`config.mk`:
```
export PLATFORM = sky130hd
export DESIGN_NAME = ddp_decode
export DESIGN_NICKNAME = d
export VERILOG_FILES = /design/src/shared/ddp_pkg.sv /design/src/ddp_pointer_bank.sv /design/src/ddp_decode.sv
export VERILOG_INCLUDE_DIRS = /design/src /design/src/shared
export SDC_FILE = /design/constraint.sdc
export NUM_CORES = 1
export LEC_CHECK = 0
export BUFFER_PORTS_ARGS = -buffer_cell sky130_fd_sc_hd__buf_2
export CAP_MARGIN = 20
export CORE_UTILIZATION = 50
export DETAILED_ROUTE_END_ITERATION = 16
export GPL_ROUTABILITY_DRIVEN = 0
export PLACE_DENSITY = 0.76
export SLEW_MARGIN = 20
export SYNTH_ARGS = -nofsm -noshare
export SYNTH_HDL_FRONTEND = slang
export SYNTH_SLANG_ARGS = --single-unit
```
`constraint.sdc`:
```
create_clock -name i_clk -period 3.1 [get_ports i_clk]
set_clock_uncertainty 0.2 [all_clocks]
set_input_delay 0.465 -clock i_clk [delete_from_list [all_inputs] [get_ports i_clk]]
set_output_delay 0.465 -clock i_clk [all_outputs]
set_load 0.05 [all_outputs]
```
`src/shared/ddp_defs.svh`:
```
// Constants for the data memory decoder and dual pointer bank
`ifndef DDP_DEFS_SVH
`define DDP_DEFS_SVH

// ********************************************
// Special register addresses
// ********************************************
`define DDP_SFR_PTR_LO   8'h82
`define DDP_SFR_PTR_HI   8'h83
`define DDP_SFR_AUX      8'ha2

// ********************************************
// Field positions and reset values
// ********************************************
`define DDP_SEL_BIT      0
`define DDP_PTR_RST      16'h0000
`define DDP_AUX_RST      1'b0

// ********************************************
// Address boundaries
// ********************************************
`define DDP_ESFR_BASE    8'h30
`define DDP_EXTRA_BASE   8'hc0
`define DDP_XRAM_TOP     16'h1fff

`endif

```
`src/shared/ddp_pkg.sv`:
```
// Types shared by the data memory decoder, the CPU model and the testbench
package ddp_pkg;

  typedef enum logic [1:0] {
    MODE_DIRECT,
    MODE_INDIRECT,
    MODE_XMOVE,
    MODE_FETCH
  } ddp_mode_t;

  typedef enum logic [3:0] {
    TGT_NONE,
    TGT_LOW_RAM,
    TGT_ESFR,
    TGT_SFR,
    TGT_UPPER_RAM,
    TGT_EXTRA_RAM,
    TGT_XRAM,
    TGT_XEXT,
    TGT_FLASH
  } ddp_target_t;

  typedef struct packed {
    logic      valid;
    logic      we;
    ddp_mode_t mode;
    logic      use_ptr;
    logic [15:0] addr;
    logic [7:0]  wdata;
  } ddp_req_t;

  typedef struct packed {
    logic        valid;
    logic        we;
    ddp_target_t target;
    logic [15:0] addr;
    logic [7:0]  wdata;
  } ddp_route_t;

endpackage : ddp_pkg

```
`src/ddp_pointer_bank.sv`:
```
// Two 16-bit data pointers behind one register pair, plus the select register
`timescale 1ns/100ps
`include "ddp_defs.svh"

module ddp_pointer_bank (
  input  wire logic        i_clk,
  input  wire logic        i_rst_n,
  input  wire logic        i_ce,
  input  wire logic        i_wr,
  input  wire logic [7:0]  i_addr,
  input  wire logic [7:0]  i_wdata,
  input  wire logic        i_inc,
  output logic      [15:0] o_ptr,
  output logic             o_sel,
  output logic      [7:0]  o_rdata
);

  logic [15:0] ptr_q [2];
  logic        sel_q;

  // ********************************************
  // Pointer select
  // ********************************************
  always_ff @(posedge i_clk or negedge i_rst_n) begin
    if (!i_rst_n) begin
      sel_q <= `DDP_AUX_RST;
    end else if (i_ce && i_wr && i_addr == `DDP_SFR_AUX) begin
      sel_q <= i_wdata[`DDP_SEL_BIT];
    end
  end

  // ********************************************
  // Pointers
  // ********************************************
  // Only the selected pointer moves; the other keeps its value untouched
  always_ff @(posedge i_clk or negedge i_rst_n) begin
    if (!i_rst_n) begin
      ptr_q[0] <= `DDP_PTR_RST;
      ptr_q[1] <= `DDP_PTR_RST;
    end else if (i_ce) begin
      if (i_wr && i_addr == `DDP_SFR_PTR_LO) begin
        ptr_q[sel_q][7:0] <= i_wdata;
      end else if (i_wr && i_addr == `DDP_SFR_PTR_HI) begin
        ptr_q[sel_q][15:8] <= i_wdata;
      end else if (i_inc) begin
        ptr_q[sel_q] <= ptr_q[sel_q] + 16'h0001;
      end
    end
  end

  assign o_ptr = ptr_q[sel_q];
  assign o_sel = sel_q;

  // Reserved select bits read as zero
  always_comb begin
    unique case (i_addr)
      `DDP_SFR_PTR_LO: o_rdata = ptr_q[sel_q][7:0];
      `DDP_SFR_PTR_HI: o_rdata = ptr_q[sel_q][15:8];
      `DDP_SFR_AUX:    o_rdata = {7'h00, sel_q};
      default:         o_rdata = 8'h00;
    endcase
  end

  // ********************************************
  // Checks
  // ********************************************
  a_other_ptr_hold: assert property (@(posedge i_clk) disable iff (!i_rst_n)
    !(i_ce && i_wr && i_addr == `DDP_SFR_AUX) |=> $stable(ptr_q[!sel_q]))
    else $error("Unselected pointer changed");

  a_sel_follows: assert property (@(posedge i_clk) disable iff (!i_rst_n)
    i_ce && i_wr && i_addr == `DDP_SFR_AUX |=> sel_q == $past(i_wdata[`DDP_SEL_BIT]))
    else $error("Pointer select not written");

endmodule : ddp_pointer_bank

```
`src/ddp_decode.sv`:
```
// Data memory address decoder with dual data pointer
`timescale 1ns/100ps
`include "ddp_defs.svh"

// Notes on behaviour
// - Low 128 internal bytes are RAM, both modes
// - 30H-7FH may map as extended special registers
// - Upper half: direct to SFR, indirect to RAM
// - Top 64 bytes: extra RAM, indirect only
// - External space 64K, external move only
// - External move up to 1FFFH hits on-chip RAM
// - Above 1FFFH no expansion target exists
// - Instruction space separate, 64K, all flash
// - Each pointer 16 bits, addresses external space
// - Two pointers share 83H high, 82H low
// - Select bit picks the active pointer
// - Select bit lives in register A2H

module ddp_decode (
  input  wire logic                i_clk,
  input  wire logic                i_rst_n,
  input  wire logic                i_ce,
  input  wire logic                i_esfr_map,
  input  wire logic                i_extra_ram_en,
  input  wire logic                i_ptr_inc,
  input  wire ddp_pkg::ddp_req_t   i_req,
  output ddp_pkg::ddp_route_t      o_route,
  output logic               [7:0] o_sfr_rdata,
  output logic                     o_sfr_ack,
  output logic                     o_ext_miss,
  output logic                     o_ptr_sel,
  output logic              [15:0] o_data_pointer
);

  // ********************************************
  // Reset release
  // ********************************************
  logic rst_meta_q;
  logic rst_n_q;

  always_ff @(posedge i_clk or negedge i_rst_n) begin
    if (!i_rst_n) begin
      rst_meta_q <= 1'b0;
      rst_n_q    <= 1'b0;
    end else begin
      rst_meta_q <= 1'b1;
      rst_n_q    <= rst_meta_q;
    end
  end

  // ********************************************
  // Decode functions
  // ********************************************
  function automatic logic ptr_sfr_hit(input ddp_pkg::ddp_req_t r);
    logic a;
    a = r.valid && r.mode == ddp_pkg::MODE_DIRECT && r.addr[15:8] == 8'h00;
    return a && (r.addr[7:0] == `DDP_SFR_PTR_LO || r.addr[7:0] == `DDP_SFR_PTR_HI
                 || r.addr[7:0] == `DDP_SFR_AUX);
  endfunction : ptr_sfr_hit

  function automatic ddp_pkg::ddp_route_t route_of(
    input ddp_pkg::ddp_req_t r,
    input logic [15:0]       ptr,
    input logic              esfr,
    input logic              xtra
  );
    ddp_pkg::ddp_route_t o;
    logic [7:0]          ia;
    logic [15:0]         xa;
    ia       = r.addr[7:0];
    xa       = r.use_ptr ? ptr : r.addr;
    o.valid  = r.valid;
    o.we     = r.we;
    o.wdata  = r.wdata;
    o.addr   = {8'h00, ia};
    o.target = ddp_pkg::TGT_NONE;
    unique case (r.mode)
      ddp_pkg::MODE_DIRECT: begin
        if (ia[7]) begin
          o.target = ddp_pkg::TGT_SFR;
        end else if (esfr && ia >= `DDP_ESFR_BASE) begin
          o.target = ddp_pkg::TGT_ESFR;
        end else begin
          o.target = ddp_pkg::TGT_LOW_RAM;
        end
      end
      ddp_pkg::MODE_INDIRECT: begin
        if (!ia[7]) begin
          o.target = (esfr && ia >= `DDP_ESFR_BASE) ? ddp_pkg::TGT_ESFR
                                                      : ddp_pkg::TGT_LOW_RAM;
        end else if (xtra && ia >= `DDP_EXTRA_BASE) begin
          o.target = ddp_pkg::TGT_EXTRA_RAM;
        end else begin
          o.target = ddp_pkg::TGT_UPPER_RAM;
        end
      end
      ddp_pkg::MODE_XMOVE: begin
        o.addr   = xa;
        o.target = (xa <= `DDP_XRAM_TOP) ? ddp_pkg::TGT_XRAM
                                           : ddp_pkg::TGT_XEXT;
        // No device behind the upper range, so a write there is dropped
        o.we     = r.we && xa <= `DDP_XRAM_TOP;
      end
      ddp_pkg::MODE_FETCH: begin
        o.addr   = r.addr;
        o.target = ddp_pkg::TGT_FLASH;
        o.we     = 1'b0;
      end
    endcase
    if (!r.valid) begin
      o.target = ddp_pkg::TGT_NONE;
      o.we     = 1'b0;
    end
    return o;
  endfunction : route_of

  // ********************************************
  // Pointer bank
  // ********************************************
  logic [15:0] cur_ptr;
  logic        cur_sel;
  logic [7:0]  bank_rdata;
  logic        ptr_wr;

  assign ptr_wr = ptr_sfr_hit(i_req) && i_req.we;

  ddp_pointer_bank u_bank (
    .i_clk   (i_clk),
    .i_rst_n (rst_n_q),
    .i_ce    (i_ce),
    .i_wr    (ptr_wr),
    .i_addr  (i_req.addr[7:0]),
    .i_wdata (i_req.wdata),
    .i_inc   (i_ptr_inc),
    .o_ptr   (cur_ptr),
    .o_sel   (cur_sel),
    .o_rdata (bank_rdata)
  );

  // ********************************************
  // Routed access
  // ********************************************
  ddp_pkg::ddp_route_t route_d;

  assign route_d = route_of(i_req, cur_ptr, i_esfr_map, i_extra_ram_en);

  always_ff @(posedge i_clk or negedge rst_n_q) begin
    if (!rst_n_q) begin
      o_route <= '0;
    end else if (i_ce) begin
      o_route <= route_d;
    end
  end

  always_ff @(posedge i_clk or negedge rst_n_q) begin
    if (!rst_n_q) begin
      o_ext_miss <= 1'b0;
    end else if (i_ce) begin
      o_ext_miss <= route_d.target == ddp_pkg::TGT_XEXT;
    end
  end

  // ********************************************
  // Pointer register reads
  // ********************************************
  // Read data is the value before any write in the same cycle
  always_ff @(posedge i_clk or negedge rst_n_q) begin
    if (!rst_n_q) begin
      o_sfr_ack   <= 1'b0;
      o_sfr_rdata <= 8'h00;
    end else if (i_ce) begin
      o_sfr_ack   <= ptr_sfr_hit(i_req);
      o_sfr_rdata <= ptr_sfr_hit(i_req) && !i_req.we ? bank_rdata : 8'h00;
    end
  end

  always_ff @(posedge i_clk or negedge rst_n_q) begin
    if (!rst_n_q) begin
      o_ptr_sel      <= 1'b0;
      o_data_pointer <= `DDP_PTR_RST;
    end else if (i_ce) begin
      o_ptr_sel      <= cur_sel;
      o_data_pointer <= cur_ptr;
    end
  end

  // ********************************************
  // Checks
  // ********************************************
  logic req_go;
  assign req_go = i_ce && i_req.valid;

  a_low_ram_route: assert property (@(posedge i_clk) disable iff (!rst_n_q)
    req_go && i_req.mode != ddp_pkg::MODE_XMOVE && i_req.mode != ddp_pkg::MODE_FETCH
      && !i_req.addr[7] && !i_esfr_map
    |=> o_route.target == ddp_pkg::TGT_LOW_RAM)
    else $error("Low internal access not routed to RAM");

  a_esfr_route: assert property (@(posedge i_clk) disable iff (!rst_n_q)
    req_go && i_req.mode == ddp_pkg::MODE_DIRECT && i_esfr_map && !i_req.addr[7]
      && i_req.addr[7:0] >= `DDP_ESFR_BASE
    |=> o_route.target == ddp_pkg::TGT_ESFR)
    else $error("Mapped 30H-7FH not routed to extended registers");

  a_upper_split: assert property (@(posedge i_clk) disable iff (!rst_n_q)
    req_go && i_req.addr[7] && i_req.mode == ddp_pkg::MODE_DIRECT
    |=> o_route.target == ddp_pkg::TGT_SFR && o_route.addr[15:8] == 8'h00)
    else $error("Direct upper access not routed to SFR");

  a_extra_ram: assert property (@(posedge i_clk) disable iff (!rst_n_q)
    req_go && i_req.mode == ddp_pkg::MODE_INDIRECT && i_extra_ram_en
      && i_req.addr[7:0] >= `DDP_EXTRA_BASE
    |=> o_route.target == ddp_pkg::TGT_EXTRA_RAM)
    else $error("Indirect top access not routed to extra RAM");

  a_xram_bound: assert property (@(posedge i_clk) disable iff (!rst_n_q)
    req_go && i_req.mode == ddp_pkg::MODE_XMOVE && !i_req.use_ptr
    |=> (o_route.target == ddp_pkg::TGT_XRAM) == (o_route.addr <= `DDP_XRAM_TOP))
    else $error("External move boundary wrong");

  a_no_expansion: assert property (@(posedge i_clk) disable iff (!rst_n_q)
    o_route.target == ddp_pkg::TGT_XEXT |-> !o_route.we && o_ext_miss)
    else $error("Write reached missing external memory");

  a_fetch_flash: assert property (@(posedge i_clk) disable iff (!rst_n_q)
    req_go && i_req.mode == ddp_pkg::MODE_FETCH
    |=> o_route.target == ddp_pkg::TGT_FLASH && o_route.addr == $past(i_req.addr))
    else $error("Fetch not sent to flash");

  a_ptr_addr: assert property (@(posedge i_clk) disable iff (!rst_n_q)
    req_go && i_req.mode == ddp_pkg::MODE_XMOVE && i_req.use_ptr
    |=> o_route.addr == o_data_pointer)
    else $error("External move did not use the active pointer");

  a_ptr_readback: assert property (@(posedge i_clk) disable iff (!rst_n_q)
    i_ce && ptr_wr && i_req.addr[7:0] == `DDP_SFR_PTR_HI && !i_ptr_inc
      ##1 i_ce && i_req.valid && !i_req.we && i_req.mode == ddp_pkg::MODE_DIRECT
      && i_req.addr == 16'h0083
    |=> o_sfr_ack && o_sfr_rdata == $past(i_req.wdata, 2))
    else $error("High pointer byte readback wrong");

  a_reset_state: assert property (@(posedge i_clk)
    $rose(rst_n_q) |-> !o_ptr_sel && o_data_pointer == 16'h0000)
    else $error("Pointer state not cleared by reset");

  a_upper_ram: assert property (@(posedge i_clk) disable iff (!rst_n_q)
    req_go && i_req.mode == ddp_pkg::MODE_INDIRECT && i_req.addr[7] && !i_extra_ram_en
    |=> o_route.target == ddp_pkg::TGT_UPPER_RAM)
    else $error("Indirect upper access not routed to RAM");

  a_esfr_indirect: assert property (@(posedge i_clk) disable iff (!rst_n_q)
    req_go && i_req.mode == ddp_pkg::MODE_INDIRECT && i_esfr_map && !i_req.addr[7]
      && i_req.addr[7:0] >= `DDP_ESFR_BASE
    |=> o_route.target == ddp_pkg::TGT_ESFR)
    else $error("Indirect mapped access not routed to extended registers");

  a_internal_addr: assert property (@(posedge i_clk) disable iff (!rst_n_q)
    req_go && (i_req.mode == ddp_pkg::MODE_DIRECT || i_req.mode == ddp_pkg::MODE_INDIRECT)
    |=> o_route.addr[15:8] == 8'h00)
    else $error("Internal access left the internal space");

  a_xmove_addr: assert property (@(posedge i_clk) disable iff (!rst_n_q)
    req_go && i_req.mode == ddp_pkg::MODE_XMOVE && !i_req.use_ptr
    |=> o_route.addr == $past(i_req.addr))
    else $error("External move address not passed whole");

  a_fetch_read_only: assert property (@(posedge i_clk) disable iff (!rst_n_q)
    req_go && i_req.mode == ddp_pkg::MODE_FETCH |=> !o_route.we)
    else $error("Fetch carried a write");

  a_miss_only_xmove: assert property (@(posedge i_clk) disable iff (!rst_n_q)
    i_ce && !(i_req.valid && i_req.mode == ddp_pkg::MODE_XMOVE) |=> !o_ext_miss)
    else $error("Miss flagged without an external move");

  a_aux_ack: assert property (@(posedge i_clk) disable iff (!rst_n_q)
    req_go && i_req.mode == ddp_pkg::MODE_DIRECT && i_req.addr == {8'h00, `DDP_SFR_AUX}
    |=> o_sfr_ack)
    else $error("Select register access not acknowledged");

  a_sel_copy: assert property (@(posedge i_clk) disable iff (!rst_n_q)
    i_ce && ptr_wr && i_req.addr[7:0] == `DDP_SFR_AUX ##1 i_ce
    |=> o_ptr_sel == $past(i_req.wdata[`DDP_SEL_BIT], 2))
    else $error("Written select bit not shown on output");

  a_write_no_data: assert property (@(posedge i_clk) disable iff (!rst_n_q)
    i_ce && ptr_wr |=> o_sfr_ack && o_sfr_rdata == 8'h00)
    else $error("Register write returned read data");

  a_frozen_hold: assert property (@(posedge i_clk) disable iff (!rst_n_q)
    !i_ce |=> $stable(o_route) && $stable(o_sfr_ack) && $stable(o_data_pointer))
    else $error("Outputs moved while clock enable was low");

  // ********************************************
  // Cover points
  // ********************************************
  c_ptr_switch: cover property (@(posedge i_clk) disable iff (!rst_n_q)
    $rose(o_ptr_sel));
  c_xram_hit: cover property (@(posedge i_clk) disable iff (!rst_n_q)
    o_route.valid && o_route.target == ddp_pkg::TGT_XRAM);
  c_ext_miss: cover property (@(posedge i_clk) disable iff (!rst_n_q)
    o_ext_miss);
  c_extra_ram: cover property (@(posedge i_clk) disable iff (!rst_n_q)
    o_route.target == ddp_pkg::TGT_EXTRA_RAM);
  c_raw_readback: cover property (@(posedge i_clk) disable iff (!rst_n_q)
    i_ce && ptr_wr ##1 i_ce && i_req.valid && !i_req.we && i_req.mode == ddp_pkg::MODE_DIRECT);

endmodule : ddp_decode

```
==> impl_metrics.ini, run 1 <==
[yosys]
synthArstFlopShare_pct = 100
ys.flop_type = dfrtp_1
ys_types = 58
ys_seq_area_share_pct = 47.9
ys_warn_count = 0
synthTopCellsByCount = dfrtp_1, nor2_1, a21oi_1
synth_cells = 486
synth_edf_count = 0
yosysMostFrequentCell = dfrtp_1
syn_nets = 522
synth_top_area_cell = dfrtp_1
avgSynthCellArea_um2 = 9.89
synth_top_cell_area_share_pct = 47.9
ys_ff_latch = 92
syn-cell-area_mm2 = 0.00481
synthTopCellsByArea = dfrtp_1, mux2_2, a21oi_1

[floorplan]
initial_utilization_pct = 51.8
core_area_mm2 = 0.00928
dieArea_mm2 = 0.0100
row_count = 35
die_w_um = 100
die_h_um = 100
io_pins = 92

[sta]
fin_crit_sh_pct = 81.6
tightest_slew_ns = 0.787
rsz0062_at_grt = no
clock.fmax_ghz = 0.395
period_needed_ns = 2.53
setup_viol = 0
slew_viol_final = 0
slew_headroom_pct = 47.5
fin_tns_setup_ns = 0
hold_viol_final = 0

[clocking]
root_buffer = clkbuf_8
clock_latency_ns = 0.37
cts_buffer_depth = 2
cts_num_sinks = 92
cts-resized-gates = 0
cts_tree = built
htreeDepth = 3
clkSlewWorstSetupHoldPaths_ns = 0.10
cts_buffers = 9

[setup_path]
end_kind = register
cp.required_ns = 3.14
critPathArrivalTime_ns = 2.57
criticalPathCategory = register to register
path_max_fanout = 5
rr_worst_depth = 8
cp-start-kind = register

[detailed_routing]
route.met2.wl_um = 6030
via_per_inst = 5.94
drt_wl_total_um = 13100
wl_per_cell_um = 18.2
detailroute.wirelength.met3_um = 961
routedLengthMet1_um = 5700
highest_layer = met4
drt_pre_antenna_iters = 6
via_count = 4280
ant_nets = 0
drc = 0
drtIter0Drc = 256

[power]
power_density_mw_per_mm2 = 638
peakVddDrop_v = 0.000346
p_leak_nw = 2.74

[placement]
dpl.hpwl_um = 9230
portBuffers = 91

[layout]
drive_above_1_share_pct = 29.4
area_growth_syn_to_layout_pct = 18.9
utilization_pct = 61.6
n_antenna_cell = 0
nNetsFinal = 622

[global_route]
antenna_found_initial = 0
overflow = 0
grt_pass1_wl_um = 21100
grt_start_max_net_pins = 59
grt.total_usage_pct = 27.3
grt_pass1_vias = 4137

[run_status]
status = finished clean

[hold_path]
hold_path_depth = 0
hold_path_class = register to register

[job]
maxCapViolCount = 0
timing repair:
item,in CTS,in global routing
hold buffers,1,0
setup buffers,0,0
endpoints found under the hold margin,2,0
final timing paths:
kind / endpoint / slack [ns] / start
max in group asynchronous: o_route[22] / 1.72 / rst_n_q
min: rst_n_q / 0.16 / rst_meta_q
min reg2reg: rst_n_q / 0.16 / rst_meta_q
min in group asynchronous: rst_n_q / 0.20 / i_rst_n
max: u_bank.ptr_q[24] / 0.57 / u_bank.o_sel
max reg2reg: u_bank.ptr_q[24] / 0.57 / u_bank.o_sel
sequential cells by signal, indices dropped and copies added, names as in the netlist:
signal          flops
u_bank.ptr_q       32
o_route            30
o_data_pointer     16
o_sfr_rdata         8
o_ext_miss          1
o_ptr_sel           1
o_sfr_ack           1
rst_meta_q          1
rst_n_q             1
u_bank.o_sel        1
placed cells by master, fill, tap and decap left out, types with 3 or more instances in the layout:
master / Yosys / final
a22oi_1: 6 / 6
mux2i_1: 17 / 17
o21ai_1: 21 / 21
xor2_1: 3 / 3
o2bb2ai_1: 16 / 16
buf_2: 10 / 91
xnor2_1: 4 / 4
mux2_2: 27 / 27
o21ai_0: 22 / 22
a21o_1: 3 / 3
nand3b_1: 3 / 3
nand4_1: 5 / 5
nand3_1: 8 / 8
a22o_1: 3 / 3
o22ai_1: 6 / 6
nor3_1: 12 / 12
and3_1: 3 / 3
clkbuf_8: 0 / 9
nand2_1: 39 / 39
a2bb2oi_1: 12 / 12
buf_4: 1 / 22
a21oi_1: 47 / 47
bufinv_16: 0 / 3
nor2_1: 58 / 58
dfrtp_1: 92 / 91
inv_1: 10 / 10
cells by family (layout without fill, tap and decap cells):
kind of cell | after synthesis | count (layout) | synth area share [%]
AOI/OAI and AO/OA | 151 | 151 | 20.1
DFF | 92 | 92 | 47.9
buffers and inverters | 36 | 141 | 3.46
other | 1 | 1 | 0.0780
muxes | 47 | 47 | 10.6
xor gates and xnor gates | 7 | 7 | 1.28
and+or+nand+nor | 151 | 151 | 16.3
adders and majority gates | 1 | 1 | 0.260
worst max-delay path, cell delays in order, from the launching register on:
cell     delay, ns
dfrtp_1       0.43
mux2i_1       0.36
inv_1         0.11
ha_1          0.28
nand2_1       0.22
nor3_1        0.10
xnor2_1       0.13
mux2_2        0.29
mux2_1        0.28
per-stage QoR:
stage               setup WS [ns]  hold slack [ns]  total power, W  instances  area (um^2)
CTS                         0.592            0.171         0.00366        720         5720
floorplan                   0.148          -0.0306         0.00230        486         4810
detailed placement          0.399           0.0537         0.00267        703         5470
global placement            0.432           0.0510         0.00264        703         5470
global route                0.424            0.174         0.00380        720         5720
finish                      0.571            0.164         0.00365        720         5720
area by class of cell:
type / count / area (um^2)
Fill cell: 789 / 3570
Multi-Input combinational cell: 358 / 2340
Sequential cell: 92 / 2310
Timing Repair Buffer: 114 / 631
Tap cell: 129 / 161
Clock buffer: 10 / 128
Clock inverter: 6 / 111
Inverter: 11 / 41.3
power breakdown:
| group | leakage [nW] | internal [W] | switching, W |
|---|---|---|---|
| Clock | 0.117 | 0.000538 | 0.000443 |
| Combinational | 1.48 | 0.000401 | 0.000805 |
| Sequential | 1.14 | 0.00134 | 0.000117 |
| Total | 2.74 | 0.00228 | 0.00136 |
routing by layer:
metal | up-vias | global-route usage (%)
li1 | 1968 | -
met1 | 2079 | 37.7
met2 | 198 | 42.5
met3 | 35 | 5.50
met4 | 0 | 11.3
met5 | - | 0
Note: power is estimated with default switching activity, not from simulation.
==> run 2, diff against run 1 <==
Clock period 3.1 ns to 2.2 ns, I/O delays scaled along.
==> run 2 against run 1 <==
Register-to-register slack got worse by 0.65 ns. Clock power increased by 18%. Total power rose by 45%. Wire length up 13%. The run now ends with negative setup slack left. Sequential power grew 42%. Count of clock-buffer cells in the layout unchanged.
==> impl_metrics.ini, run 2 (synthesis results as in run 1) <==
[run_status]
status = complete, but fails checks
violations = negative setup slack

[floorplan]
io_pins = 92
die_w_um = 100
row_count = 35
die_h_um = 100
initial_utilization_pct = 51.8
core_area_mm2 = 0.00928
dieArea_mm2 = 0.0100

[layout]
nNetsFinal = 691
final_common_cell = buf_2
layout_common_cells = buf_2, dfrtp_1, buf_4
biggestRegsByFlops = u_bank.ptr_q (32), o_route (30), o_data_pointer (16)
top_register = u_bank.ptr_q
largest_reg_flops = 32
area_growth_syn_to_layout_pct = 32.9
drive_above_1_share_pct = 41.1
n_antenna_cell = 0
seq_area_mm2 = 0.00231
multiInputGateArea_mm2 = 0.00251
n_fill_cell = 710

[detailed_routing]
via_per_inst = 5.97
via_count = 4709
drt_pre_antenna_iters = 5
wl_per_cell_um = 18.7
drt_wl_total_um = 14800
drc = 0
ant_nets = 0
drtIter0Drc = 339

[power]
power.total_w = 0.00530
peakVddDrop_v = 0.000411
power_density_mw_per_mm2 = 829
p_leak_nw = 3.08

[sta]
period_needed_ns = 2.28
worst_slack_ns = -0.0758
rsz0062_at_grt = yes
tightest_slew_ns = 0.575
slew_viol_final = 0
slew_headroom_pct = 60.6
clock.fmax_ghz = 0.439
setup_viol = 12
fin_crit_sh_pct = 103
hold_viol_final = 0

[setup_path]
cp.required_ns = 2.27
critPathArrivalTime_ns = 2.34
r2r-start = u_bank.o_sel
criticalPathCategory = register to register
path_max_fanout = 5
rrSetupSlack_ns = -0.08
cp-start-kind = register
end_kind = register
rr_worst_depth = 9
r2r_end = u_bank.ptr_q[26]

[job]
maxCapViolCount = 0

[global_route]
antenna_found_initial = 0
grt_pass1_wl_um = 23100
grt_pass1_vias = 4598
grt_start_max_net_pins = 40
overflow = 0
grt.total_usage_pct = 30.0

[clocking]
cts_buffer_depth = 2
clock_latency_ns = 0.38
cts_buffers = 9
cts_tree = built
htreeDepth = 3
clkSlewWorstSetupHoldPaths_ns = 0.11
root_buffer = clkbuf_8
cts_num_sinks = 92

[hold_path]
hold_path_class = input port to async pin

[placement]
place_ws_ns = -0.192
portBuffers = 91
dpl.hpwl_um = 10500
==> run 2: area by class of cell <==
cell class | instances | share of cell area [%]
well taps | 129 | 2.53
flip-flops and latches | 92 | 36.1
clock inverters | 6 | 0.803
multi-input cells | 358 | 39.3
clock buffers | 10 | 2.15
repair buffers | 183 | 18.4
inverters | 11 | 0.646
==> run 2: how the worst max path moves through the flow <==
| stage | start | endpoint | slack (ns) |
|---|---|---|---|
| 2_1_floorplan | u_bank.o_sel | u_bank.ptr_q[24] | -0.17 |
| 3_3_place_gp | u_bank.o_sel | o_route[24] | -0.07 |
| 3_5_place_dp | i_req[11] | u_bank.ptr_q[14] | -0.19 |
| 4_1_cts | u_bank.o_sel | u_bank.ptr_q[15] | -0.02 |
| 5_1_grt | u_bank.o_sel | u_bank.ptr_q[29] | -0.18 |
| 6_report | u_bank.o_sel | u_bank.ptr_q[26] | -0.08 |
==> run 2: critical path, stage by stage, from the launching register on <==
cell,delay [ns]
dfrtp_2,0.46
buf_6,0.15
mux2i_4,0.18
inv_2,0.09
ha_4,0.16
nand2_4,0.08
a211oi_2,0.18
xnor2_1,0.10
mux2_4,0.28
mux2_4,0.27
==> run 2: timing repair <==
item | in CTS | in global routing
gates cloned | 0 | 0
resized for setup | 10 | 23
buffers inserted | 6 | 5
endpoints found under the setup margin | 21 | 22
hold endpoints to repair | 2 | 0
pin swaps | 5 | 17
hold buffers | 1 | 0
==> run 2: routing by layer <==
metal	global-route usage [%]	share of wire, %
met1	39.8	41
met2	49.1	48
met3	5.85	7.7
met4	11.3	3.0
met5	0	0
==> run 2: metrics by stage <==
step | TNS [ns] | hold slack [ns] | instance area (um^2) | instances | utilization (%)
2_1_floorplan | -0.630 | -0.166 | 4890 | 486 | -
3_3_place_gp | -0.713 | -0.0838 | 5980 | 762 | 64.5
3_5_place_dp | -3.28 | -0.0812 | 5980 | 762 | 64.5
4_1_cts | -0.0239 | 0.0347 | 6260 | 784 | 67.4
5_1_grt | -1.80 | 0.0336 | 6390 | 789 | 68.8
6_report | -0.516 | 0.0353 | 6390 | 789 | 68.8
==> run 2: report_power, final <==
part           leakage, nW  switching [W]  internal (W)
clock               0.0947       0.000695      0.000463
combinational         1.85        0.00127      0.000799
sequential            1.14       0.000181       0.00189
total                 3.08        0.00214       0.00315
==> run 3, diff against run 2 <==
Settings changed: CELL_PAD_IN_SITES_DETAIL_PLACEMENT from default to 1, CELL_PAD_IN_SITES_GLOBAL_PLACEMENT from default to 2, CORE_UTILIZATION 50 to 31, PLACE_DENSITY 0.76 to default, PLACE_DENSITY_LB_ADDON from default to 0.1.
==> run 3 against run 2 <==
The flow still finishes with violations (negative setup slack). Sequential share of layout area down 2.1 points. Global-route usage fell by 7.2 points. Clock power increased by 59%. Maximum frequency hardly changed. Count of clock-buffer cells in the layout is 2 higher. Sequential power hardly changed. Hold slack better by 0.025 ns. Combinational power up 2%. Final area is 6.1% higher. Non-clock buffer count grew 13. Via count is 4.8% lower. Critical path type unchanged. Largest cell class unchanged. Largest power group is now combinational cells. Highest routed layer is now met5.
==> impl_metrics.ini, run 3 (synthesis results as in run 1) <==
[layout]
n_antenna_cell = 0
final_cells = 861
final_common_cell = buf_4
nNetsFinal = 704
layout_common_cells = buf_4, buf_2, dfrtp_1
biggestRegsByFlops = u_bank.ptr_q (32), o_route (30), o_data_pointer (16)
utilization_pct = 44.7
area_growth_syn_to_layout_pct = 41.0
drive_above_1_share_pct = 42.1
n_fill_cell = 1732
largest_reg_flops = 32
top_register = u_bank.ptr_q

[sta]
fin_tns_setup_ns = -0.340
rsz0062_at_grt = yes
hold_viol_final = 0
slew_viol_final = 0
clock.fmax_ghz = 0.439
period_needed_ns = 2.28
setup_viol = 9
fin_crit_sh_pct = 104
worst_slack_ns = -0.0772

[floorplan]
die_h_um = 127
initial_utilization_pct = 31.7
io_pins = 92
core_area_mm2 = 0.0151
die_w_um = 127
row_count = 45
dieArea_mm2 = 0.0160

[clocking]
clkSlewWorstSetupHoldPaths_ns = 0.07
cts_buffer_depth = 2
htreeDepth = 3
clock_latency_ns = 0.36
cts_num_sinks = 92
cts_buffers = 9
cts_tree = built
root_buffer = clkbuf_16

[setup_path]
r2r-start = u_bank.o_sel
critPathArrivalTime_ns = 2.31
cp.required_ns = 2.24
cp-start-kind = register
rr_worst_depth = 9
end_kind = register
path_max_fanout = 4
criticalPathCategory = register to register
r2r_end = u_bank.ptr_q[24]
rrSetupSlack_ns = -0.08

[detailed_routing]
via_count = 4481
ant_nets = 0
drtIter0Drc = 205
via_per_inst = 5.20
drt_pre_antenna_iters = 4
drc = 0
drt_wl_total_um = 17200
wl_per_cell_um = 20.0

[global_route]
grt.total_usage_pct = 22.8
overflow = 0
grt_start_max_net_pins = 58
antenna_found_initial = 1
grt_pass1_vias = 4889
grt_pass1_wl_um = 27600

[power]
p_leak_nw = 3.22
peakVddDrop_v = 0.000431
power_density_mw_per_mm2 = 892
power.total_w = 0.00605

[run_status]
status = complete, but fails checks
violations = negative setup slack

[placement]
dpl.hpwl_um = 12900
portBuffers = 91
placed_cells = 835
place_ws_ns = -0.147

[hold_path]
hold_path_class = register to async pin

[job]
maxCapViolCount = 0
-- run 3: per-stage QoR --
step           hold slack [ns]  cell area [um^2]
2_1_floorplan           -0.166              4890
3_3_place_gp           -0.0848              6230
3_5_place_dp           -0.0779              6230
4_1_cts                 0.0721              6680
5_1_grt                 0.0804              6770
6_report                0.0604              6770
-- run 3: cell type report --
type | count | area (um^2) | area share [%]
inverters | 11 | 41.3 | 0.610
clock inverters | 4 | 97.6 | 1.44
flip-flops and latches | 92 | 2310 | 34.1
repair buffers | 196 | 1320 | 19.5
multi-input cells | 358 | 2530 | 37.3
well taps | 188 | 235 | 3.47
clock buffers | 12 | 246 | 3.64
-- run 3: worst max-delay path by stage --
stage / endpoint / cells after the start / startpoint
global placement: o_route[24] / 8 / u_bank.o_sel
detailed placement: u_bank.ptr_q[24] / 8 / i_req[26]
CTS: u_bank.ptr_q[15] / 9 / u_bank.o_sel
floorplan: u_bank.ptr_q[24] / 11 / u_bank.o_sel
finish: u_bank.ptr_q[24] / 9 / u_bank.o_sel
global route: u_bank.ptr_q[15] / 8 / u_bank.o_sel
-- run 3: timing repair --
item,in CTS,in global routing
gates resized for setup,14,21
hold buffers,1,0
pin swaps,4,12
endpoints found under the hold margin,2,0
endpoints found under the setup margin,21,24
setup buffers,9,1
-- run 3: worst max-delay path, cell delays in order (launching register included) --
cell	delay, ns
dfrtp_2	0.44
buf_4	0.17
mux2i_4	0.19
inv_2	0.09
ha_4	0.15
nand2_4	0.09
nor3_4	0.18
xnor2_1	0.09
mux2_4	0.28
mux2_1	0.28
-- run 3: where the power goes --
group / switching, W / internal, W / total (W)
combinational: 0.00129 / 0.000831 / 0.00212
clock: 0.000701 / 0.00114 / 0.00184
sequential: 0.000184 / 0.00189 / 0.00208
-- run 3: routing by layer --
metal	up-vias	share of wire (%)	global-route usage (%)
met2	85	49	37.2
met1	2241	46	30.1
met5	-	0.052	0
met4	2	2.0	9.00
met3	21	3.6	3.80
li1	2132	-	-
